===== config.mk =====
export PLATFORM = sky130hd
export DESIGN_NAME = sbs_ctrl
export DESIGN_NICKNAME = d
export VERILOG_FILES = /design/src/sbs_pkg.sv /design/src/sbs_ctrl.sv
export VERILOG_INCLUDE_DIRS = /design/src /design/src/src
export SDC_FILE = /design/constraint.sdc
export NUM_CORES = 1
export LEC_CHECK = 0
export BUFFER_PORTS_ARGS = -buffer_cell sky130_fd_sc_hd__buf_2
export CAP_MARGIN = 20
export CORE_ASPECT_RATIO = 1.25
export CORE_MARGIN = 8
export CORE_UTILIZATION = 31
export DETAILED_ROUTE_END_ITERATION = 7
export GPL_TIMING_DRIVEN = 0
export SYNTH_ARGS = -nofsm -noshare
export SYNTH_HDL_FRONTEND = slang
export SYNTH_SLANG_ARGS = --single-unit

===== constraint.sdc =====
create_clock -name mclk -period 5.75 [get_ports mclk]
set_clock_uncertainty 0.15 [all_clocks]
set_input_delay 0.2875 -clock mclk [delete_from_list [all_inputs] [get_ports mclk]]
set_output_delay 0.2875 -clock mclk [all_outputs]
set_load 0.01 [all_outputs]

===== src/sbs_cfg.svh =====
// Named constants for the host-side SDRAM burst sequencer.
`ifndef SBS_CFG_SVH
`define SBS_CFG_SVH
// Clocking: memory clock is the system clock divided by four.
`define MCLK_NS      8
`define CK_DIV       4
`define TCK_NS       (`MCLK_NS * `CK_DIV)
`define PH_CMD       2'h2
// Burst shape and read latency in memory clocks.
`define BL           4
`define CL           3
`define NBANK        4
`define A10_BIT      10
// Device timings in their own units.
`define TRP_NS       18
`define ROW_ACTIVE_MIN_TIME_NS      42
`define TRC_NS       60
`define TWR_NS       15
`define WRITE_TO_READ_DELAY_CK      2
`define WRITE_STROBE_DELAY_MCLK   4
// Least times rounded up to whole memory clocks.
`define TRP_CK       ((`TRP_NS + `TCK_NS - 1) / `TCK_NS)
`define ROW_ACTIVE_MIN_TIME_CK      ((`ROW_ACTIVE_MIN_TIME_NS + `TCK_NS - 1) / `TCK_NS)
`define TRC_CK       ((`TRC_NS + `TCK_NS - 1) / `TCK_NS)
`define TWR_CK       ((`TWR_NS + `TCK_NS - 1) / `TCK_NS)
`define WB_END_CK    (1 + `BL / 2)
// System-clock offsets from launch of a command.
`define CMD_LAT      3
`define SYNC_LAT     2
`define WS_RISE0     (`CMD_LAT + `WRITE_STROBE_DELAY_MCLK)
`define RD_CAP0      (`CMD_LAT + `CK_DIV * `CL + 1 + `SYNC_LAT)
// Masking starts in the first slot of an element, so the mask moves one slot before that element's strobe edge.
`define MASK_FROM    (`CMD_LAT - 2)
// Storage sizes and widths.
`define WS_DEPTH     16
`define RS_DEPTH     32
`define CNT_W        8
`define DM_NONE      2'h3
// Command pin codes, {ras_n, cas_n, we_n}.
`define CODE_NOP     3'h7
`define CODE_ACT     3'h3
`define CODE_RD      3'h5
`define CODE_WR      3'h4
`define CODE_PRE     3'h2
`define CODE_BT      3'h6
`endif


===== src/sbs_pkg.sv =====
// Types shared by the SDRAM burst sequencer.
`include "sbs_cfg.svh"
package sbs_pkg;
    // Commands a user may request.
    typedef enum logic [2:0] {SBS_NOP, SBS_ACT, SBS_RD, SBS_WR, SBS_PRE, SBS_BT} sbs_cmd_e;
    // One user request with its whole write burst.
    typedef struct packed {
        sbs_cmd_e         cmd;
        logic [1:0]       bank;
        logic [12:0]      addr;
        logic             ap;
        logic             trunc;
        logic [3:0][15:0] wdata;
        logic [3:0][1:0]  wmask;
    } sbs_req_s;
    // Command and address pins toward the memory.
    typedef struct packed {
        logic        cke;
        logic        cs_n;
        logic        ras_n;
        logic        cas_n;
        logic        we_n;
        logic        bank_select_bit1;
        logic        bank_select_bit0;
        logic [12:0] addr;
    } sbs_pins_s;
    // One system-clock slot of the write-data schedule.
    typedef struct packed {
        logic        dqs_oe;
        logic        dq_oe;
        logic        dqs;
        logic [15:0] wdq;
        logic [1:0]  dm;
    } sbs_ws_s;
    localparam sbs_ws_s SBS_WS_IDLE = '{dqs_oe: 1'b0, dq_oe: 1'b0, dqs: 1'b0, wdq: 16'h0000, dm: `DM_NONE};
    localparam sbs_pins_s SBS_PINS_IDLE = '{cke: 1'b0, cs_n: 1'b1, ras_n: 1'b1, cas_n: 1'b1, we_n: 1'b1,
                                            bank_select_bit1: 1'b0, bank_select_bit0: 1'b0, addr: 13'h0000};
endpackage


===== src/sbs_ctrl.sv =====
// Host-side controller that sequences read, write and precharge bursts on a mobile DDR SDRAM.
`timescale 1ns/1ps
`default_nettype none
`include "sbs_cfg.svh"
// How it works
// - Chained read issued pairs-kept ticks later.
// - Terminate cuts reads at read latency.
// - Write waits for read data to finish.
// - Precharge after read truncates by spacing.
// - Bank stays untouched until precharge time passes.
// - Full read burst needs half-burst precharge spacing.
// - Precharge only after row active minimum time.
// - Terminate never used to end writes.
// - Strobe preamble, element per edge, postamble.
// - First strobe rise one clock after write.
// - Chained write restarts data flow seamlessly.
// - Read waits write-to-read delay after write.
// - Read cutting a write masks later elements.
// - Precharge waits write recovery after write.
// - Precharge cutting a write masks later elements.
module sbs_ctrl
    import sbs_pkg::*;
(
    // Clock and reset.
    input  wire logic        mclk,
    input  wire logic        reset_n,
    // User request port.
    input  wire logic        req_valid,
    input  wire sbs_req_s    req,
    output logic             req_ready,
    // Read data stream, one element per pulse.
    output logic             rd_valid,
    output logic [15:0]      rd_data,
    // Memory clock and command pins.
    output logic             mem_ck,
    output sbs_pins_s        mem_pins,
    // Data and strobe pins, split into input, output and enable.
    input  wire logic [15:0] dq_in,
    output logic [15:0]      dq_out,
    output logic             dq_oe,
    input  wire logic        dqs_in,
    output logic             dqs_out,
    output logic             dqs_oe,
    output logic [1:0]       write_byte_mask
);
    logic [1:0]            ph_ff;        // Phase within one memory clock.
    logic                  ck_ff;        // Divided memory clock.
    logic                  tick;         // Command launch slot.
    logic                  ok;           // Request is legal now.
    logic                  launch;       // Request accepted this cycle.
    logic [`NBANK-1:0]     open_v;       // Banks with an open row.
    logic [`NBANK-1:0]     rp_z;         // Precharge time elapsed.
    logic [`NBANK-1:0]     rc_z;         // Row cycle time elapsed.
    logic [`NBANK-1:0]     pre_v;        // Bank may be precharged now.
    logic [`CNT_W-1:0]     wtr_ff;       // Ticks until a read may follow a write.
    sbs_ws_s               ws_ff [`WS_DEPTH]; // Write schedule, slot 0 drives the pins.
    logic [`WS_DEPTH-1:0]  ws_oe_v;      // Slots still carrying write data.
    logic                  ws_busy;      // Write data still pending.
    logic [`RS_DEPTH-1:0]  rs_ff;        // Read capture schedule, bit 0 is due now.
    logic [`RS_DEPTH-1:0]  nxt_rs;
    logic                  rd_go;        // Read launched.
    logic                  wr_go;        // Write launched.
    logic                  cut_go;       // Pending read elements are dropped.
    logic                  mask_go;      // Pending write elements are masked.
    logic [1:0]            last_rd_bank_ff; // Bank of the latest read.
    logic                  last_rd_ap_ff;   // Latest read had auto precharge.
    logic [15:0]           dq_s1_ff;     // First synchroniser stage.
    logic [15:0]           dq_s2_ff;     // Second synchroniser stage.
    logic                  rd_valid_ff;
    logic [15:0]           rd_data_ff;
    sbs_pins_s             pins_ff;
    sbs_pins_s             nxt_pins;

    // Capture slots kept when reads are cut; cut slots start at read latency.
    localparam logic [`RS_DEPTH-1:0] KEEP_MASK = (`RS_DEPTH)'((64'h1 << (`RD_CAP0 - 1)) - 64'h1);

    // Builds the capture pattern of one read burst, one slot per element.
    function automatic logic [`RS_DEPTH-1:0] rd_pattern();
        rd_pattern = '0;
        for (int e = 0; e < `BL; e++) begin
            rd_pattern[`RD_CAP0 - 1 + 2 * e] = 1'b1;
        end
    endfunction

    // Builds write slot j counted from launch: strobe, data, mask.
    function automatic sbs_ws_s ws_val(input int j, input sbs_req_s r);
        int e;
        ws_val = SBS_WS_IDLE;
        e = (j - `WS_RISE0 + 1) >> 1;
        ws_val.dqs_oe = (j >= `WS_RISE0 - 2) && (j <= `WS_RISE0 + 2 * `BL - 1);
        ws_val.dq_oe  = (j >= `WS_RISE0 - 1) && (j <= `WS_RISE0 + 2 * `BL - 2);
        ws_val.dqs    = ws_val.dqs_oe && (j >= `WS_RISE0) && (((j - `WS_RISE0) >> 1) % 2 == 0);
        if (ws_val.dq_oe) begin
            ws_val.wdq = r.wdata[e[1:0]];
            ws_val.dm  = r.wmask[e[1:0]];
        end
    endfunction

    // Maps a command onto the row, column and write-enable pins.
    function automatic logic [2:0] cmd_code(input sbs_cmd_e c);
        unique case (c)
            SBS_ACT: cmd_code = `CODE_ACT;
            SBS_RD:  cmd_code = `CODE_RD;
            SBS_WR:  cmd_code = `CODE_WR;
            SBS_PRE: cmd_code = `CODE_PRE;
            SBS_BT:  cmd_code = `CODE_BT;
            default: cmd_code = `CODE_NOP;
        endcase
    endfunction

    // Divides the system clock by four; the memory clock rises as phase one begins.
    always_ff @(posedge mclk or negedge reset_n) begin
        if (!reset_n) begin
            ph_ff <= 2'h0;
            ck_ff <= 1'b0;
        end else begin
            ph_ff <= ph_ff + 2'h1;
            ck_ff <= ~ph_ff[1];
        end
    end
    assign mem_ck = ck_ff;
    // Commands change at the falling edge so they are stable at the next rise.
    assign tick = (ph_ff == `PH_CMD);

    // Per-bank open flag and timers, counted in memory clocks.
    for (genvar i = 0; i < `NBANK; i++) begin : g_bank
        logic              open_ff;
        logic [`CNT_W-1:0] rp_ff;
        logic [`CNT_W-1:0] ras_ff;
        logic [`CNT_W-1:0] rc_ff;
        logic [`CNT_W-1:0] wr_ff;
        logic              hit;     // Launch addresses this bank.
        logic              pre_hit; // Precharge selects this bank.
        assign hit     = launch && (req.bank == 2'(i));
        assign pre_hit = launch && (req.cmd == SBS_PRE) && (req.ap || req.bank == 2'(i));
        // An auto precharge closes the row for this one command only.
        always_ff @(posedge mclk or negedge reset_n) begin
            if (!reset_n) begin
                open_ff <= 1'b0;
            end else if (hit && req.cmd == SBS_ACT) begin
                open_ff <= 1'b1;
            end else if (pre_hit || (hit && (req.cmd == SBS_RD || req.cmd == SBS_WR) && req.ap)) begin
                open_ff <= 1'b0;
            end
        end
        // Precharge timer; a precharge to a closed bank leaves it alone.
        always_ff @(posedge mclk or negedge reset_n) begin
            if (!reset_n) begin
                rp_ff <= '0;
            end else if (pre_hit && open_ff) begin
                rp_ff <= (`CNT_W)'(`TRP_CK);
            end else if (hit && req.cmd == SBS_RD && req.ap) begin
                rp_ff <= (`CNT_W)'(`BL / 2 + `TRP_CK);
            end else if (hit && req.cmd == SBS_WR && req.ap) begin
                rp_ff <= (`CNT_W)'(`WB_END_CK + `TWR_CK + `TRP_CK);
            end else if (tick && rp_ff != '0) begin
                rp_ff <= rp_ff - (`CNT_W)'(1);
            end
        end
        // Row active and row cycle timers start at activation.
        always_ff @(posedge mclk or negedge reset_n) begin
            if (!reset_n) begin
                ras_ff <= '0;
                rc_ff  <= '0;
            end else if (hit && req.cmd == SBS_ACT) begin
                ras_ff <= (`CNT_W)'(`ROW_ACTIVE_MIN_TIME_CK);
                rc_ff  <= (`CNT_W)'(`TRC_CK);
            end else if (tick) begin
                ras_ff <= (ras_ff != '0) ? ras_ff - (`CNT_W)'(1) : ras_ff;
                rc_ff  <= (rc_ff != '0) ? rc_ff - (`CNT_W)'(1) : rc_ff;
            end
        end
        // Write recovery timer runs from launch through the burst.
        always_ff @(posedge mclk or negedge reset_n) begin
            if (!reset_n) begin
                wr_ff <= '0;
            end else if (hit && req.cmd == SBS_WR) begin
                wr_ff <= (`CNT_W)'(`WB_END_CK + `TWR_CK);
            end else if (tick && wr_ff != '0) begin
                wr_ff <= wr_ff - (`CNT_W)'(1);
            end
        end
        assign open_v[i] = open_ff;
        assign rp_z[i]   = (rp_ff == '0);
        assign rc_z[i]   = (rc_ff == '0);
        // A truncating precharge may skip write recovery; its data gets masked.
        assign pre_v[i]  = !open_ff || ((ras_ff == '0) && (wr_ff == '0 || req.trunc));
    end

    // Decides whether the request may go out at this slot.
    always_comb begin
        unique case (req.cmd)
            SBS_NOP: ok = 1'b1;
            SBS_ACT: ok = !open_v[req.bank] && rp_z[req.bank] && rc_z[req.bank];
            SBS_RD:  ok = open_v[req.bank] && rp_z[req.bank] && (wtr_ff == '0 || req.trunc);
            SBS_WR:  ok = open_v[req.bank] && rp_z[req.bank] && (rs_ff == '0);
            SBS_PRE: ok = req.ap ? (&pre_v) : pre_v[req.bank];
            SBS_BT:  ok = !ws_busy;
            default: ok = 1'b0;
        endcase
    end
    assign req_ready = tick && ok;
    assign launch    = req_valid && req_ready;
    assign rd_go     = launch && (req.cmd == SBS_RD);
    assign wr_go     = launch && (req.cmd == SBS_WR);
    // Terminate hits the latest read unless it closes itself; precharge hits its bank.
    assign cut_go    = launch && ((req.cmd == SBS_BT && !last_rd_ap_ff) ||
                       (req.cmd == SBS_PRE && (req.ap || req.bank == last_rd_bank_ff)));
    assign mask_go   = launch && (req.cmd == SBS_RD || req.cmd == SBS_PRE) && ws_busy;

    // Read-after-write delay counted from launch past the end of the burst.
    always_ff @(posedge mclk or negedge reset_n) begin
        if (!reset_n) begin
            wtr_ff <= '0;
        end else if (wr_go) begin
            wtr_ff <= (`CNT_W)'(`WB_END_CK + `TWR_CK * 0 + `WRITE_TO_READ_DELAY_CK);
        end else if (tick && wtr_ff != '0) begin
            wtr_ff <= wtr_ff - (`CNT_W)'(1);
        end
    end

    // Remembers the latest read so terminate and precharge know what to cut.
    always_ff @(posedge mclk or negedge reset_n) begin
        if (!reset_n) begin
            last_rd_bank_ff <= 2'h0;
            last_rd_ap_ff   <= 1'b0;
        end else if (rd_go) begin
            last_rd_bank_ff <= req.bank;
            last_rd_ap_ff   <= req.ap;
        end
    end

    // Write schedule: a new write overwrites everything from its preamble on,
    // which gives concatenation and truncation with the same logic.
    for (genvar k = 0; k < `WS_DEPTH; k++) begin : g_ws
        sbs_ws_s nxt_e;
        sbs_ws_s shift_in;
        if (k == `WS_DEPTH - 1) begin : g_top
            assign shift_in = SBS_WS_IDLE;
        end else begin : g_mid
            assign shift_in = ws_ff[k + 1];
        end
        always_comb begin
            nxt_e = shift_in;
            if (wr_go && (k + 1 >= `WS_RISE0 - 2)) begin
                nxt_e = ws_val(k + 1, req);
            end
            if (mask_go && (k >= `MASK_FROM)) begin
                nxt_e.dm = `DM_NONE;
            end
        end
        always_ff @(posedge mclk or negedge reset_n) begin
            if (!reset_n) begin
                ws_ff[k] <= SBS_WS_IDLE;
            end else begin
                ws_ff[k] <= nxt_e;
            end
        end
        assign ws_oe_v[k] = ws_ff[k].dq_oe;
    end
    assign ws_busy         = |ws_oe_v;
    assign dq_out          = ws_ff[0].wdq;
    assign dq_oe           = ws_ff[0].dq_oe;
    assign dqs_out         = ws_ff[0].dqs;
    assign dqs_oe          = ws_ff[0].dqs_oe;
    assign write_byte_mask = ws_ff[0].dm;

    // Read capture schedule: chained reads simply add their slots.
    always_comb begin
        nxt_rs = {1'b0, rs_ff[`RS_DEPTH-1:1]};
        if (cut_go) begin
            nxt_rs = nxt_rs & KEEP_MASK;
        end
        if (rd_go) begin
            nxt_rs = nxt_rs | rd_pattern();
        end
    end
    always_ff @(posedge mclk or negedge reset_n) begin
        if (!reset_n) begin
            rs_ff <= '0;
        end else begin
            rs_ff <= nxt_rs;
        end
    end

    // Data pins come from the memory's domain, so they pass two flops first.
    // The strobe input is not used: capture runs at a fixed latency.
    always_ff @(posedge mclk or negedge reset_n) begin
        if (!reset_n) begin
            dq_s1_ff <= 16'h0000;
            dq_s2_ff <= 16'h0000;
        end else begin
            dq_s1_ff <= dq_in;
            dq_s2_ff <= dq_s1_ff;
        end
    end

    // Takes one element at the last system-clock edge of its data window.
    always_ff @(posedge mclk or negedge reset_n) begin
        if (!reset_n) begin
            rd_valid_ff <= 1'b0;
            rd_data_ff  <= 16'h0000;
        end else begin
            rd_valid_ff <= rs_ff[0];
            rd_data_ff  <= rs_ff[0] ? dq_s2_ff : rd_data_ff;
        end
    end
    assign rd_valid = rd_valid_ff;
    assign rd_data  = rd_data_ff;

    // Builds the pins for this slot; idle slots carry a nop.
    always_comb begin
        nxt_pins = pins_ff;
        if (tick) begin
            nxt_pins.cke = 1'b1;
            nxt_pins.cs_n = 1'b0;
            {nxt_pins.ras_n, nxt_pins.cas_n, nxt_pins.we_n} = launch ? cmd_code(req.cmd) : `CODE_NOP;
            if (launch) begin
                {nxt_pins.bank_select_bit1, nxt_pins.bank_select_bit0} = req.bank;
                nxt_pins.addr = req.addr;
                if (req.cmd != SBS_ACT) begin
                    nxt_pins.addr[`A10_BIT] = req.ap;
                end
            end
        end
    end
    always_ff @(posedge mclk or negedge reset_n) begin
        if (!reset_n) begin
            pins_ff <= SBS_PINS_IDLE;
        end else begin
            pins_ff <= nxt_pins;
        end
    end
    assign mem_pins = pins_ff;

    property p_dqs_first_rise;
        @(posedge mclk) disable iff (!reset_n) wr_go |-> ##7 $rose(dqs_out);
    endproperty
    a_dqs_first_rise: assert property (p_dqs_first_rise) else $error("strobe rise late");
    property p_preamble;
        @(posedge mclk) disable iff (!reset_n) wr_go |-> ##5 (dqs_oe && !dqs_out)[*2];
    endproperty
    a_preamble: assert property (p_preamble) else $error("no write preamble");
    property p_read_first;
        @(posedge mclk) disable iff (!reset_n) rd_go |-> ##19 rd_valid;
    endproperty
    a_read_first: assert property (p_read_first) else $error("read element missing");
    property p_bt_cut;
        @(posedge mclk) disable iff (!reset_n)
            (launch && req.cmd == SBS_BT && !last_rd_ap_ff) |-> ##19 !rd_valid ##2 !rd_valid;
    endproperty
    a_bt_cut: assert property (p_bt_cut) else $error("terminate did not cut");
    property p_no_contention;
        @(posedge mclk) disable iff (!reset_n) dq_oe |-> (!rd_valid && rs_ff[`CMD_LAT+`SYNC_LAT+2:0] == '0);
    endproperty
    a_no_contention: assert property (p_no_contention) else $error("write over read");
    property p_mask_trunc;
        @(posedge mclk) disable iff (!reset_n) mask_go |-> ##2 (write_byte_mask == `DM_NONE)[*8];
    endproperty
    a_mask_trunc: assert property (p_mask_trunc) else $error("cut write not masked");
    property p_pre_all;
        @(posedge mclk) disable iff (!reset_n) (launch && req.cmd == SBS_PRE && req.ap) |=> open_v == '0;
    endproperty
    a_pre_all: assert property (p_pre_all) else $error("bank left open");
    property p_ap_once;
        @(posedge mclk) disable iff (!reset_n) rd_go |=> (open_v[$past(req.bank)] == !$past(req.ap));
    endproperty
    a_ap_once: assert property (p_ap_once) else $error("auto precharge wrong");
    property p_rp_wait;
        @(posedge mclk) disable iff (!reset_n)
            (launch && req.cmd == SBS_PRE && !req.ap && open_v[req.bank]) |=> !rp_z[$past(req.bank)];
    endproperty
    a_rp_wait: assert property (p_rp_wait) else $error("precharge time skipped");
endmodule
`default_nettype wire


* After elaboration in Yosys (flattened, before gate mapping)
Index checks and enable logic that the tools add are counted.
Word-level totals: register bits 533, bits of input ports 112
Operators by class: add/subtract/negate cells 18, magnitude comparators 1, eq/ne operators 11, multiplexer cells 96, bitwise gates (word level) 1, reduce and logical (&&, ||, !) cells 169
Operator list (number):
- 8-bit 2-to-1 mux | 50
- 21-bit 2-to-1 mux | 10
- 8-bit zero test | 17
- 8-bit nonzero test | 17
- 8-bit by 1-bit subtractor with 8-bit output (second input constant) | 17
- 1-bit logical AND | 68
- 2-bit nonzero test | 21
- 32-bit zero test | 1
- 2-bit 2-to-1 mux | 13
- 24-bit 2-to-1 mux | 1
- 23-bit 2-to-1 mux | 1
- 1-bit logical OR | 21
- 2-bit AND reduction | 9
- 4-bit nonzero test | 4
- 3-bit one-hot mux with 5 select lines | 1
- 1-bit 2-to-1 mux | 14
- 14-bit OR reduction | 1
- 1-bit binary-select mux with 2-bit select | 4
- 1-bit zero test | 7
- 2-bit == test (second input constant) | 3
- 3-bit by 2-bit == test with 1-bit output (second input constant) | 2
- 3-bit == test (second input constant) | 2
- 1-bit one-hot mux with 6 select lines | 1
- 4-bit AND reduction | 1
- other kinds (10) | 10

* Longest topological paths before layout
Gate-level depths: netlist (run 1).
depth after elaboration 16, depth in mapped cells 13, gate-level depth less buffers 11

* Worst setup path before layout (run 1)
Ideal clock, no wire load.
path kind register to register, start register g_bank[0].ras_ff[0], end register pins_ff, in the netlist mem_pins[11], library setup time 0.125 ns, arrival time 2.867 ns, path slack 2.608 ns, cell stages (with the launch flop) 11, buffers on the path 1, clock period less this slack 3.142 ns, cell sequence dfrtp_1 inv_1 ha_1 or3b_2 or3_1 a2111oi_0 a211oi_1 o211a_1 a21boi_4 buf_4 mux2_2
On the way: longest elaborated chain between the ends 10
RTL lines:
- start: declaration | RTL line sbs_ctrl.sv:129 | logic [`CNT_W-1:0] ras_ff;
- start signal: assignment | RTL line sbs_ctrl.sv:166 | ras_ff <= (`CNT_W)'(`ROW_ACTIVE_MIN_TIME_CK);
- start signal: assignment | RTL line sbs_ctrl.sv:169 | ras_ff <= (ras_ff != '0) ? ras_ff - (`CNT_W)'(1) : ras_ff;
- 8-bit zero test * | RTL line sbs_ctrl.sv:187 | assign pre_v[i] = !open_ff || ((ras_ff == '0) && (wr_ff == '0 || req.trunc));
- 1-bit logical AND * | RTL line sbs_ctrl.sv:187
- 1-bit logical OR * | RTL line sbs_ctrl.sv:187
- 1-bit binary-select mux with 2-bit select | RTL line sbs_ctrl.sv:197 | SBS_PRE: ok = req.ap ? (&pre_v) : pre_v[req.bank];
- 1-bit 2-to-1 mux (not written as such) | RTL line sbs_ctrl.sv:197
- 1-bit 2-to-1 mux * | RTL line sbs_ctrl.sv:197
- 1-bit one-hot mux with 6 select lines * | RTL line sbs_ctrl.sv:192 | unique case (req.cmd)
- 1-bit logical AND * | RTL line sbs_ctrl.sv:202 | assign req_ready = tick && ok;
- 1-bit logical AND * | RTL line sbs_ctrl.sv:203 | assign launch = req_valid && req_ready;
- 2-bit AND reduction (no source line) *
- end signal: assignment | RTL line sbs_ctrl.sv:331 | pins_ff <= nxt_pins;
- end: declaration | RTL line sbs_ctrl.sv:71 | sbs_pins_s pins_ff;
Mark *: on every way between the ends. The rest lies on a longest branch, timed or not. The select of a mux whose other input is x is not followed. A chain may end at the register's enable or synchronous reset.

* Worst setup path in the final report (run 1)
start register wtr_ff[0], end output port req_ready
On the way: longest elaborated chain between the ends 5
RTL lines:
- start: declaration | RTL line sbs_ctrl.sv:55 | logic [`CNT_W-1:0] wtr_ff;
- start signal: assignment | RTL line sbs_ctrl.sv:216 | wtr_ff <= (`CNT_W)'(`WB_END_CK + `TWR_CK * 0 + `WRITE_TO_READ_DELAY_CK);
- start signal: assignment | RTL line sbs_ctrl.sv:218 | wtr_ff <= wtr_ff - (`CNT_W)'(1);
- 8-bit zero test | RTL line sbs_ctrl.sv:195 | SBS_RD: ok = open_v[req.bank] && rp_z[req.bank] && (wtr_ff == '0 || req.trunc);
- 1-bit logical OR | RTL line sbs_ctrl.sv:195
- 1-bit logical AND | RTL line sbs_ctrl.sv:195
- 1-bit one-hot mux with 6 select lines | RTL line sbs_ctrl.sv:192
- 1-bit logical AND | RTL line sbs_ctrl.sv:202
- end: declaration | RTL line sbs_ctrl.sv:30 | output logic req_ready,
No other way between the ends.

==> results by group, run 1 <==
Outcome
  – Run status: completed

Placed design
  – Placed insts: 2623
  – Port bufs: 170
  – Post-DP Area: 0.0211 mm2
  – Post-DP HPWL: 28600 um
  – Gpl congestion: 0.857

Synth
  – Synth Flop Type: dfrtp_1
  – Unique masters post-synth: 63
  – Post-synth EDFFs: 0
  – Post-Synth Adder-Cell Area: 0.0183
  – XOR/XNOR share of the synthesized area: 0.0537
  – Post-Syn Area per Cell: 11.8 um2
  – Syn Nets: 1764
  – Main combinational cell family by area after synthesis: simple AND/OR/NAND/NOR gates
  – Post-synth ARST share: 1.00
  – Post-synthesis cell count: 1624
  – Netlist Area Pre-Place: 0.0191 mm2
  – Warnings from Yosys: 0
  – Post-synthesis mux area share: 0.0241
  – Post-synthesis sequential area ratio: 0.660
  – Synth Area in Compound Gates: 0.0408
  – Number of synthesized register bits: 502
  – Simple-gate share of the synthesized area: 0.177

Floorplan
  – Die Y: 293 um
  – Core area: 0.0608 mm2
  – Ports: 172
  – Starting Density: 0.314
  – Die X-Extent: 238 um
  – DIE AREA: 0.0698 mm2
  – # rows: 101

Power and ir drop
  – Cell area power density: 337 mW/mm2
  – Leak Pwr: 11.6 nW
  – VDD IR-drop max: 226 uV

Timing
  – Final setup violation count: 0
  – Worst-Margin Slew: 925 ps
  – Slew HR: 0.382
  – Hold_ws: 23.3 ps
  – RSZ-0062 raised after global routing: no
  – Max Slew Vio Count: 0
  – Final Hold Fails: 0
  – Period minus WS final: 4240 ps
  – Peak Freq: 236 MHz
  – Final period util: 0.738

Cells and area
  – Nets@finish: 2091
  – Layout area overhead: 24.8%
  – Post-route cell area: 0.0238 mm2
  – Non-filler cells, final: 2817
  – Area of the multi-input gates: 0.00599 mm2
  – Final core occ: 0.392
  – Fill count: 5711
  – Sequential standard cell area: 0.0126 mm2
  – Layout cells sized above 1: 0.192

Clock tree
  – CTS Sinks: 502
  – H-tree depth: 2
  – Max Buffers Root-to-Sink: 3
  – Root Buffer: clkbuf_16
  – Clock-pin slew on the worst setup and hold paths: 70 ps
  – Clock Latency Late Sink: 570 ps
  – CTS Buf Count: 48
  – CTS tree: yes

Routing
  – Via/cell ratio: 4.46
  – Drt drc: 0
  – Vias: 12600
  – Antenna viol nets, final: 0
  – WL/cell: 15.0 um
  – DR iter-0 viols: 683
  – Drt first pass iters: 8
  – Total wire length: 42200 um

Critical path
  – Worst path slowest cell: nor4_1
  – Top delay family on crit path: simple AND/OR/NAND/NOR gates
  – Worst r2r src: wtr_ff[0]
  – Setup crit start kind: flop
  – Critical path peak fanout: 4
  – Setup CP Type: reg2out
  – Crit path from: wtr_ff[0]
  – CP Data Required Time: 5310 ps
  – CP cell instances: inv_1 -> ha_1 -> or4b_2 -> nor4_1 -> o311a_1 -> a2bb2oi_1 -> o211ai_1 -> nor2_1 -> nor3_1 -> buf_2
  – Slowest stage delay, CP: 680 ps
  – Element type at the critical path end: output pin
  – Worst Path Arrival: 3810 ps
  – Bufs and invs on worst path: 2

GRT
  – Vias in the first global route: 13300
  – Gr usage total: 0.120
  – Antenna violations before repair: 3
  – Remaining Overflow, GRT: 0
  – First-pass GRT wire length: 69100 um
  – Largest net degree at the start of global routing: 130

Worst hold path
  – Worst hold-check path type: in2async

Flow run
  – Max cap viols: 0
## sequential cells by signal (all words and copies together) (netlist names), 20 cells and up
register       count
g_bank.wr_ff      32
g_ws.nxt_e        78
g_bank.rp_ff      32
mem_pins          20
g_ws.shift_in    164
g_bank.rc_ff      32
g_bank.ras_ff     32
rs_ff             24
## layout make-up
type,instances,share of cell area
diodes,3,0.000315
plain buffers,52,0.0142
clock buffers,62,0.0569
clock inverters,27,0.0144
inverters,45,0.00709
multi-input cells,1025,0.251
flip-flops and latches,502,0.529
well taps,824,0.0433
repair buffers,277,0.0839
## power by group
group          switching, mW  internal [mW]
sequential             0.259           3.82
clock                   1.36           1.95
combinational          0.321          0.320
total                   1.94           6.09
## Yosys cell counts, types with 8 or more instances
| cell type | instances | share of area |
|---|---|---|
| and2_1 | 48 | 0.016 |
| nor3b_1 | 14 | 0.0055 |
| nand4_1 | 8 | 0.0026 |
| o21ai_0 | 27 | 0.0071 |
| nor2_1 | 157 | 0.031 |
| or3_1 | 22 | 0.0072 |
| clkbuf_1 | 15 | 0.0029 |
| buf_2 | 12 | 0.0031 |
| nor3_1 | 17 | 0.0045 |
| ha_1 | 28 | 0.018 |
| a31oi_1 | 10 | 0.0033 |
| dfstp_2 | 30 | 0.041 |
| buf_6 | 10 | 0.0059 |
| mux2_2 | 33 | 0.019 |
| inv_1 | 44 | 0.0087 |
| xor2_1 | 52 | 0.024 |
| nand3_1 | 35 | 0.0092 |
| buf_4 | 14 | 0.0055 |
| nand2b_1 | 34 | 0.011 |
| dfrtp_1 | 472 | 0.62 |
| nand2_1 | 311 | 0.061 |
| a21oi_1 | 24 | 0.0063 |
| xnor2_1 | 65 | 0.030 |
| or2_2 | 11 | 0.0036 |
| nor4_1 | 37 | 0.012 |
| a21o_1 | 23 | 0.0090 |
## layer usage
layer	global-route usage	up-vias	wire length [um]
met4	0.0655	0	2160
li1	-	5971	-
met5	0	-	0
met1	0.143	6168	17600
met2	0.203	308	20500
met3	0.0233	122	1960
## stage by stage
step | total power, mW | TNS (ps) | setup WS (ps)
floorplan | 4.44 | 0 | 2610
global placement | 4.67 | -2624680 | -5480
detailed placement | 4.74 | 0 | 1760
CTS | 8.16 | 0 | 1450
global route | 8.42 | 0 | 1340
finish | 8.04 | 0 | 1510
## path summary, 6_finish.rpt
path                               endpoint  slack [ps]  depth (start not counted)
max                               req_ready        1510                         10
min                            mem_pins[19]          20                          2
max reg2reg                     mem_pins[9]        1790                         10
min reg2reg                          dqs_oe         180                          0
max in group asynchronous  g_ws[0].nxt_e[7]        3940                          4
min in group mclk                 rs_ff[21]          70                          3
## placed cells by master, fill, tap and decap left out, drive strengths merged, types with 4 or more instances in the layout
master | synthesis | final
bufinv | 0 | 6
ha | 28 | 28
clkbuf | 15 | 77
or4 | 4 | 4
inv | 45 | 45
nand2 | 311 | 311
dlygate4sd3 | 0 | 102
a21oi | 24 | 24
a211oi | 5 | 5
nor4 | 37 | 37
or3 | 22 | 22
buf | 37 | 212
dfstp | 30 | 30
mux2 | 33 | 33
clkinvlp | 0 | 4
nand4 | 8 | 8
and2 | 49 | 49
nor2 | 160 | 160
nor3 | 18 | 18
clkinv | 0 | 17
a211o | 4 | 4
o21ai | 28 | 28
dfrtp | 472 | 472
a21o | 23 | 23
xnor2 | 65 | 65
nor3b | 14 | 14
o211ai | 4 | 4
nand3 | 35 | 35
and3 | 5 | 5
or2 | 12 | 12
a31oi | 10 | 10
xor2 | 52 | 52
nand2b | 34 | 34
## logic make-up (layout without fill, tap and decap cells)
logic type,count (synthesis),after routing
other,0,3
adder cells (fa/ha/maj),28,28
multiplexers,38,38
XOR/XNOR,117,117
flip-flops,502,502
AND/OR/NAND/NOR,725,725
buffers and inverters,97,463
AO/OA/AOI/OAI,117,117
## what timing repair did
action	4_1_cts	5_1_grt
gates resized for setup	0	0
endpoints found under the hold margin	417	0
buffers inserted	0	0
hold buffers	102	0
(Power assumes the default switching activity.)
==> run 2: changes to the inputs <==
Clock period 5.75 ns to 3.9 ns, I/O delays scaled along.
==> run 2 against run 1 <==
Final area up 0.34%. Combinational power up 49%. Register-to-register slack worse by 1600 ps. Critical path depth unchanged. Die area unchanged. Via count about the same. Global-route usage about the same. Hold slack better by 14 ps. Routed wire length about the same. Highest routed layer unchanged.
==> results by group, run 2 (same netlist as run 1, synthesis figures left out) <==
Floorplan
  – Die X-Extent: 238 um (unchanged)
  – Starting Density: 0.314 (unchanged)
  – # rows: 101 (unchanged)
  – Ports: 172 (unchanged)
  – Die Y: 293 um (unchanged)
  – Core area: 0.0608 mm2 (unchanged)
  – DIE AREA: 0.0698 mm2 (unchanged)

Timing
  – Slew HR: 0.394 (was 0.382)
  – Final Hold Fails: 0 (unchanged)
  – Post-route setup TNS: 0 ps (unchanged)
  – Final setup violation count: 0 (unchanged)
  – Worst-Margin Slew: 907 ps (was 925 ps)
  – RSZ-0062 raised after global routing: no (unchanged)
  – Final period util: 0.962
  – Peak Freq: 267 MHz
  – Max Slew Vio Count: 0 (unchanged)
  – Period minus WS final: 3750 ps

Placed design
  – Gpl congestion: 0.857 (unchanged)
  – Post-DP Area: 0.0211 mm2 (unchanged)
  – Post-DP HPWL: 28600 um (unchanged)
  – Port bufs: 170 (unchanged)

GRT
  – First-pass GRT wire length: 69300 um (was 69100 um)
  – Antenna violations before repair: 2 (was 3)
  – Vias in the first global route: 13300 (about the same)
  – Largest net degree at the start of global routing: 130 (unchanged)
  – Gr usage total: 0.120 (about the same)
  – Remaining Overflow, GRT: 0 (unchanged)

Clock tree
  – Clock-pin slew on the worst setup and hold paths: 60 ps (was 70 ps)
  – H-tree depth: 2 (unchanged)
  – CTS Buf Count: 48 (unchanged)
  – Clock Latency Late Sink: 580 ps (was 570 ps)
  – Max Buffers Root-to-Sink: 3 (unchanged)
  – Post CTS Setup Buffer Count: 0 (unchanged)
  – CTS tree: yes (unchanged)
  – CTS Sinks: 502 (unchanged)
  – Root Buffer: clkbuf_16 (unchanged)

Flow run
  – Max cap viols: 0 (unchanged)

Cells and area
  – Layout area overhead: 25.2% (was 24.8%)
  – Final core occ: 0.393 (was 0.392)
  – Post-route cell area: 0.0239 mm2 (was 0.0238 mm2)
  – Most frequent cells in the layout: dfrtp_1 (472), nand2_1 (311), buf_2 (181), nor2_1 (157), dlygate4sd3_1 (105) (was dfrtp_1 (472), nand2_1 (311), buf_2 (181), nor2_1 (157), dlygate4sd3_1 (102))
  – Max FFs per register: 164 (unchanged)
  – Layout cells sized above 1: 0.194 (was 0.192)
  – Most common cell after layout, fill and taps aside: dfrtp_1 (unchanged)
  – Nets@finish: 2095 (was 2091)
  – Fill count: 5710 (was 5711)

Power and ir drop
  – Sequential share of power: 0.508 (about the same)
  – VDD IR-drop max: 334 uV (was 226 uV)
  – Clk pwr share: 0.412 (about the same)
  – Cell-internal power: 8.99 mW (was 6.09 mW)
  – Sw frac: 0.243 (was 0.242)
  – Comb power frac: 0.080 (about the same)
  – Switching pwr: 2.88 mW (was 1.94 mW)
  – Total power: 11.9 mW (was 8.04 mW)
  – Leak Pwr: 11.6 nW (about the same)
  – Cell area power density: 496 mW/mm2 (was 337 mW/mm2)

Critical path
  – Worst path slowest cell: or3_1 (was nor4_1)
  – Element type at the critical path end: output pin (unchanged)
  – Worst Path Arrival: 3410 ps (was 3810 ps)
  – Slowest stage delay, CP: 490 ps (was 680 ps)
  – Critical path peak fanout: 4 (unchanged)
  – Setup CP Type: reg2out (unchanged)
  – CP cell instances: inv_1 -> ha_1 -> or3b_2 -> or3_1 -> a2111oi_1 -> a211oi_1 -> o211ai_1 -> nor2_1 -> nor3_2 -> buf_2 (was inv_1 -> ha_1 -> or4b_2 -> nor4_1 -> o311a_1 -> a2bb2oi_1 -> o211ai_1 -> nor2_1 -> nor3_1 -> buf_2)
  – Setup crit start kind: flop (unchanged)
  – CP Data Required Time: 3560 ps (was 5310 ps)

Routing
  – Drt first pass iters: 6 (was 8)
  – Antenna viol nets, final: 0 (unchanged)
  – Via/cell ratio: 4.46 (about the same)
  – DR iter-0 viols: 731 (was 683)
  – Drt drc: 0 (unchanged)
  – Total wire length: 42200 um (about the same)
  – Vias: 12600 (about the same)
  – WL/cell: 15.0 um (about the same)

Worst hold path
  – Worst hold-check path type: in2async (unchanged)

Outcome
  – Run status: completed (unchanged)
run 2: worst paths after layout:
kind	startpoint	endpoint	slack [ps]	cells past startpoint
worst max-delay path	g_bank[0].ras_ff[0]	req_ready	150	10
worst min-delay path	reset_n	mem_pins[18]	40	2
worst max register to register	g_bank[0].ras_ff[0]	mem_pins[9]	180	10
worst min register to register	g_ws[0].nxt_e[20]	dqs_oe	190	0
max in group asynchronous	reset_n	g_ws[0].nxt_e[7]	2390	4
min in group mclk	dq_in[10]	dq_s1_ff[10]	130	2
run 2: cell type report:
cell class,count,area [um2],area share
clock buffer,62,1360,0.0567
multi-input combinational,1025,6020,0.252
inverter,45,169,0.00706
sequential,502,12600,0.527
timing repair buffer,281,2050,0.0857
clock inverter,27,343,0.0143
buffer,52,338,0.0141
antenna,2,5.00,0.000209
tap,824,1030,0.0431
run 2: worst max-delay path: cells and delay by family (launching register included):
kind	cells	cell delay (ps)
buffers and inverters	2	250
adders and majority gates	1	150
AOI/OAI and AO/OA	3	760
DFF	1	410
and+or+nand+nor	4	1270
run 2: timing repair:
action                     in CTS  in global routing
setup endpoints to repair     103                  7
hold endpoints to repair      425                  0
pin swaps                       0                  1
resized for setup               3                  3
hold buffers                  106                  0
run 2: power by group through the flow:
stage	sequential, mW	clock, mW	combinational (mW)
finish	6.03	4.89	0.952
global route	6.10	5.26	1.08
CTS	6.02	5.06	0.967
detailed placement	6.11	0	0.875
global placement	6.07	0	0.816
floorplan	6.06	0	0.487
run 2: stage by stage:
stage,setup slack (ps),instances,hold slack (ps)
6_report,149,2820,36.9
5_1_grt,3.44,2819,19.4
4_1_cts,82.6,2818,9.55
3_5_place_dp,-92.2,2623,-54.0
3_3_place_gp,-7240,2618,155
2_1_floorplan,758,1624,-251
run 2: routing by layer:
| metal | up-vias | share of wire | global-route usage |
|---|---|---|---|
| met1 | 6161 | 0.42 | 0.144 |
| met3 | 117 | 0.047 | 0.0233 |
| met4 | 0 | 0.050 | 0.0642 |
| met2 | 313 | 0.49 | 0.204 |
| li1 | 5979 | - | - |
| met5 | - | 0 | 0 |
==> run 3: changes to the inputs <==
Settings changed: ABC_AREA set to 1.
==> run 3 against run 2 <==
Via count is 12% higher. Utilization is 0.15 points lower. Largest power group unchanged. Critical endpoint unchanged. Count of clock-buffer cells in the layout is 11 higher. Die area is 3.2% higher. Flip-flop and latch count stayed put. Sequential share of layout area is 1.8 points lower.
==> results by group, run 3 <==
GRT
  – Remaining Overflow, GRT: 0 (unchanged)
  – Vias in the first global route: 14800 (was 13300)
  – Antenna violations before repair: 3 (was 2)
  – Largest net degree at the start of global routing: 139 (was 130)
  – Gr usage total: 0.123 (was 0.120)
  – First-pass GRT wire length: 74200 um (was 69300 um)

Cells and area
  – Most common cell after layout, fill and taps aside: nand2_1 (was dfrtp_1)
  – Layout cells sized above 1: 0.158 (was 0.194)
  – Area of the multi-input gates: 0.00613 mm2 (was 0.00602 mm2)
  – Fill count: 6116 (was 5710)
  – Most frequent cells in the layout: nand2_1 (609), dfrtp_1 (472), inv_1 (213), buf_2 (187), nor2_1 (186) (was dfrtp_1 (472), nand2_1 (311), buf_2 (181), nor2_1 (157), dlygate4sd3_1 (105))
  – Final core occ: 0.392 (was 0.393)
  – Max FFs per register: 164 (unchanged)
  – Nets@finish: 2486 (was 2095)
  – Post-route cell area: 0.0247 mm2 (was 0.0239 mm2)
  – Layout area overhead: 25.3% (was 25.2%)
  – Sequential standard cell area: 0.0126 mm2 (unchanged)

Power and ir drop
  – Comb power frac: 0.122 (was 0.080)
  – Sw frac: 0.261 (was 0.243)
  – Sequential share of power: 0.471 (was 0.508)
  – Clk pwr share: 0.407 (was 0.412)
  – Leak Pwr: 13.2 nW (was 11.6 nW)
  – Switching pwr: 3.38 mW (was 2.88 mW)
  – Cell-internal power: 9.56 mW (was 8.99 mW)
  – Cell area power density: 523 mW/mm2 (was 496 mW/mm2)
  – VDD IR-drop max: 313 uV (was 334 uV)
  – Total power: 12.9 mW (was 11.9 mW)

Timing
  – Slew HR: 0.432 (was 0.394)
  – Worst-Margin Slew: 853 ps (was 907 ps)
  – RSZ-0062 raised after global routing: no (unchanged)
  – Final Hold Fails: 0 (unchanged)
  – Peak Freq: 277 MHz (was 267 MHz)
  – Period minus WS final: 3610 ps (was 3750 ps)
  – Setup WS post-layout: 288 ps (was 149 ps)
  – Final period util: 0.926 (was 0.962)
  – Max Slew Vio Count: 0 (unchanged)
  – Hold_ws: 50.6 ps (was 36.9 ps)
  – Final setup violation count: 0 (unchanged)

Synth
  – Synth top area share: 0.598 (was 0.619)
  – Simple-gate share of the synthesized area: 0.215 (was 0.177)
  – Warnings from Yosys: 0 (unchanged)
  – Synth Flop Type: dfrtp_1 (unchanged)
  – Main combinational cell family by area after synthesis: simple AND/OR/NAND/NOR gates (unchanged)
  – XOR/XNOR share of the synthesized area: 0.0302 (was 0.0537)
  – Post-synth ARST share: 1.00 (unchanged)
  – Post-synthesis sequential area ratio: 0.638 (was 0.660)
  – Post-Synth Adder-Cell Area: 0.0177 (was 0.0183)
  – Post-synth EDFFs: 0 (unchanged)
  – Unique masters post-synth: 46 (was 63)
  – Leading area contributor after synthesis: dfrtp_1 (unchanged)
  – Synth top area cells: dfrtp_1 (60%), nand2_1 (12%), inv_1 (4.0%), dfstp_2 (4.0%), nor2_1 (3.5%) (was dfrtp_1 (62%), nand2_1 (6.1%), dfstp_2 (4.1%), nor2_1 (3.1%), xnor2_1 (3.0%))
  – Synth Area in Compound Gates: 0.0389 (was 0.0408)
  – Post-Syn Area per Cell: 9.83 um2 (was 11.8 um2)
  – Netlist Area Pre-Place: 0.0197 mm2 (was 0.0191 mm2)
  – Post-synthesis mux area share: 0.00912 (was 0.0241)
  – Top-count cell post-synth: nand2_1 (was dfrtp_1)
  – Number of synthesized register bits: 502 (unchanged)
  – Syn Nets: 2149 (was 1764)
  – Top post-synthesis cells by count: nand2_1 (609), dfrtp_1 (472), inv_1 (213) (was dfrtp_1 (472), nand2_1 (311), nor2_1 (157))
  – Post-synthesis cell count: 2009 (was 1624)

Placed design
  – Gpl congestion: 0.825 (was 0.857)
  – Post-Place Worst Slack: 489 ps (was -92.2 ps)
  – Port bufs: 170 (unchanged)
  – Post-DP HPWL: 30400 um (was 28600 um)
  – Post-DP Area: 0.0218 mm2 (was 0.0211 mm2)

Critical path
  – Top cell by count, worst path: nand2_1
  – Worst r2r dst: g_ws[6].shift_in[6] (was mem_pins[9])
  – Worst Setup EP: req_ready (unchanged)
  – Worst r2r src: g_bank[3].ras_ff[0] (was g_bank[0].ras_ff[0])
  – Cells on worst reg2reg path: 16 (was 10)
  – Setup CP Type: reg2out (unchanged)
  – Critical path depth: 12 (was 10)
  – Setup crit start kind: flop (unchanged)
  – CP cell instances: inv_1 -> ha_1 -> nor3b_2 -> nand2_1 -> nor2_1 -> nand2_1 -> nand2_1 -> nand2_1 -> o21ai_0 -> nand3_1 -> a21boi_0 -> buf_2 (was inv_1 -> ha_1 -> or3b_2 -> or3_1 -> a2111oi_1 -> a211oi_1 -> o211ai_1 -> nor2_1 -> nor3_2 -> buf_2)
  – Worst Path Arrival: 3270 ps (was 3410 ps)
  – Crit path from: g_bank[3].ras_ff[0] (was g_bank[0].ras_ff[0])
  – Slowest stage delay, CP: 640 ps (was 490 ps)
  – Top delay family on crit path: simple AND/OR/NAND/NOR gates (unchanged)
  – FF-to-FF setup slack: 520 ps (was 180 ps)
  – Worst path slowest cell: a21boi_0 (was or3_1)
  – Element type at the critical path end: output pin (unchanged)
  – Bufs and invs on worst path: 2 (unchanged)
  – Critical path peak fanout: 3 (was 4)
  – CP Data Required Time: 3560 ps (about the same)

Outcome
  – Run status: completed (unchanged)

Clock tree
  – CTS Sinks: 502 (unchanged)
  – CTS Buf Count: 52 (was 48)
  – Clock Latency Late Sink: 600 ps (was 580 ps)
  – H-tree depth: 2 (unchanged)
  – Clock-pin slew on the worst setup and hold paths: 60 ps (about the same)
  – Root Buffer: clkbuf_16 (unchanged)
  – CTS tree: yes (unchanged)
  – Post-CTS resize count: 0 (was 3)
  – Max Buffers Root-to-Sink: 3 (unchanged)

Routing
  – WL/cell: 13.6 um (was 15.0 um)
  – Vias: 14100 (was 12600)
  – Total wire length: 43900 um (was 42200 um)
  – Antenna viol nets, final: 0 (unchanged)
  – DR iter-0 viols: 732 (was 731)
  – Drt drc: 0 (unchanged)
  – Drt first pass iters: 5 (was 6)
  – Via/cell ratio: 4.36 (was 4.46)

Floorplan
  – Ports: 172 (unchanged)
  – DIE AREA: 0.0721 mm2 (was 0.0698 mm2)
  – # rows: 103 (was 101)
  – Starting Density: 0.313 (was 0.314)
  – Die Y: 298 um (was 293 um)
  – Core area: 0.0631 mm2 (was 0.0608 mm2)
  – Die X-Extent: 242 um (was 238 um)

Flow run
  – Max cap viols: 0 (unchanged)

Worst hold path
  – Worst hold-check path type: in2async (unchanged)
## run 3: changes by cell type in the layout (fill, tap and decap cells not counted), sizes merged, moves of 17 or more
cell    before  now
a21o        23    0
and2        49    0
inv         45  221
mux2        33   16
nand2      311  618
nand2b      34    0
nand3       35  108
nor2       160  197
nor4        37   10
o21ai       28   68
or3         22    1
xnor2       65   11
## run 3: how the worst min path moves through the flow
| stage | from | to | slack (ps) | cells after the start |
|---|---|---|---|---|
| CTS | req[90] | g_bank[1].ras_ff[5] | 10 | 5 |
| global route | reset_n | write_byte_mask[0] | 30 | 2 |
| global placement | dq_in[15] | dq_s1_ff[15] | 150 | 1 |
| finish | reset_n | g_ws[0].nxt_e[0] | 50 | 2 |
| detailed placement | reset_n | g_bank[2].ras_ff[1] | -50 | 1 |
| floorplan | reset_n | dq_oe | -250 | 0 |
## run 3: logic make-up after synthesis
group                    count (synthesis)
adder cells (fa/ha/maj)                 28
XOR/XNOR                                68
multiplexers                            16
AND/OR/NAND/NOR                        997
flip-flops                             502
AO/OA/AOI/OAI                          138
buffers and inverters                  260
## run 3: metrics by stage
stage / instances / setup TNS (ps)
2_1_floorplan: 2009 / 0
3_3_place_gp: 3019 / -3665250
3_5_place_dp: 3023 / 0
4_1_cts: 3228 / 0
5_1_grt: 3231 / 0
6_report: 3232 / 0
## run 3: power groups by stage
stage          sequential [mW]  combinational [mW]  clock (mW)
3_3_place_gp              6.15                1.41           0
4_1_cts                   6.08                1.60        5.48
6_report                  6.09                1.58        5.27
2_1_floorplan             6.13               0.974           0
5_1_grt                   6.15                1.82        5.70
3_5_place_dp              6.17                1.50           0
## run 3: routing by layer
metal / global-route usage / wire, um / share of wire / vias to the layer above
li1: - / - / - / 6940
met1: 0.145 / 18200 / 0.41 / 6746
met2: 0.213 / 21900 / 0.50 / 309
met3: 0.0245 / 2150 / 0.049 / 94
met4: 0.0548 / 1680 / 0.038 / 0
met5: 0 / 0 / 0 / -
## run 3: what timing repair did
action	CTS	global route
setup buffers	0	0
hold endpoints to repair	432	0
hold buffers	109	0
## run 3: layout make-up
type / count / area share
buffer: 40 / 0.00758
multi-input combinational: 1247 / 0.248
clock inverter: 23 / 0.0148
tap: 840 / 0.0425
sequential: 502 / 0.509
timing repair buffer: 283 / 0.0837
antenna: 4 / 0.000405
inverter: 220 / 0.0334
clock buffer: 73 / 0.0606
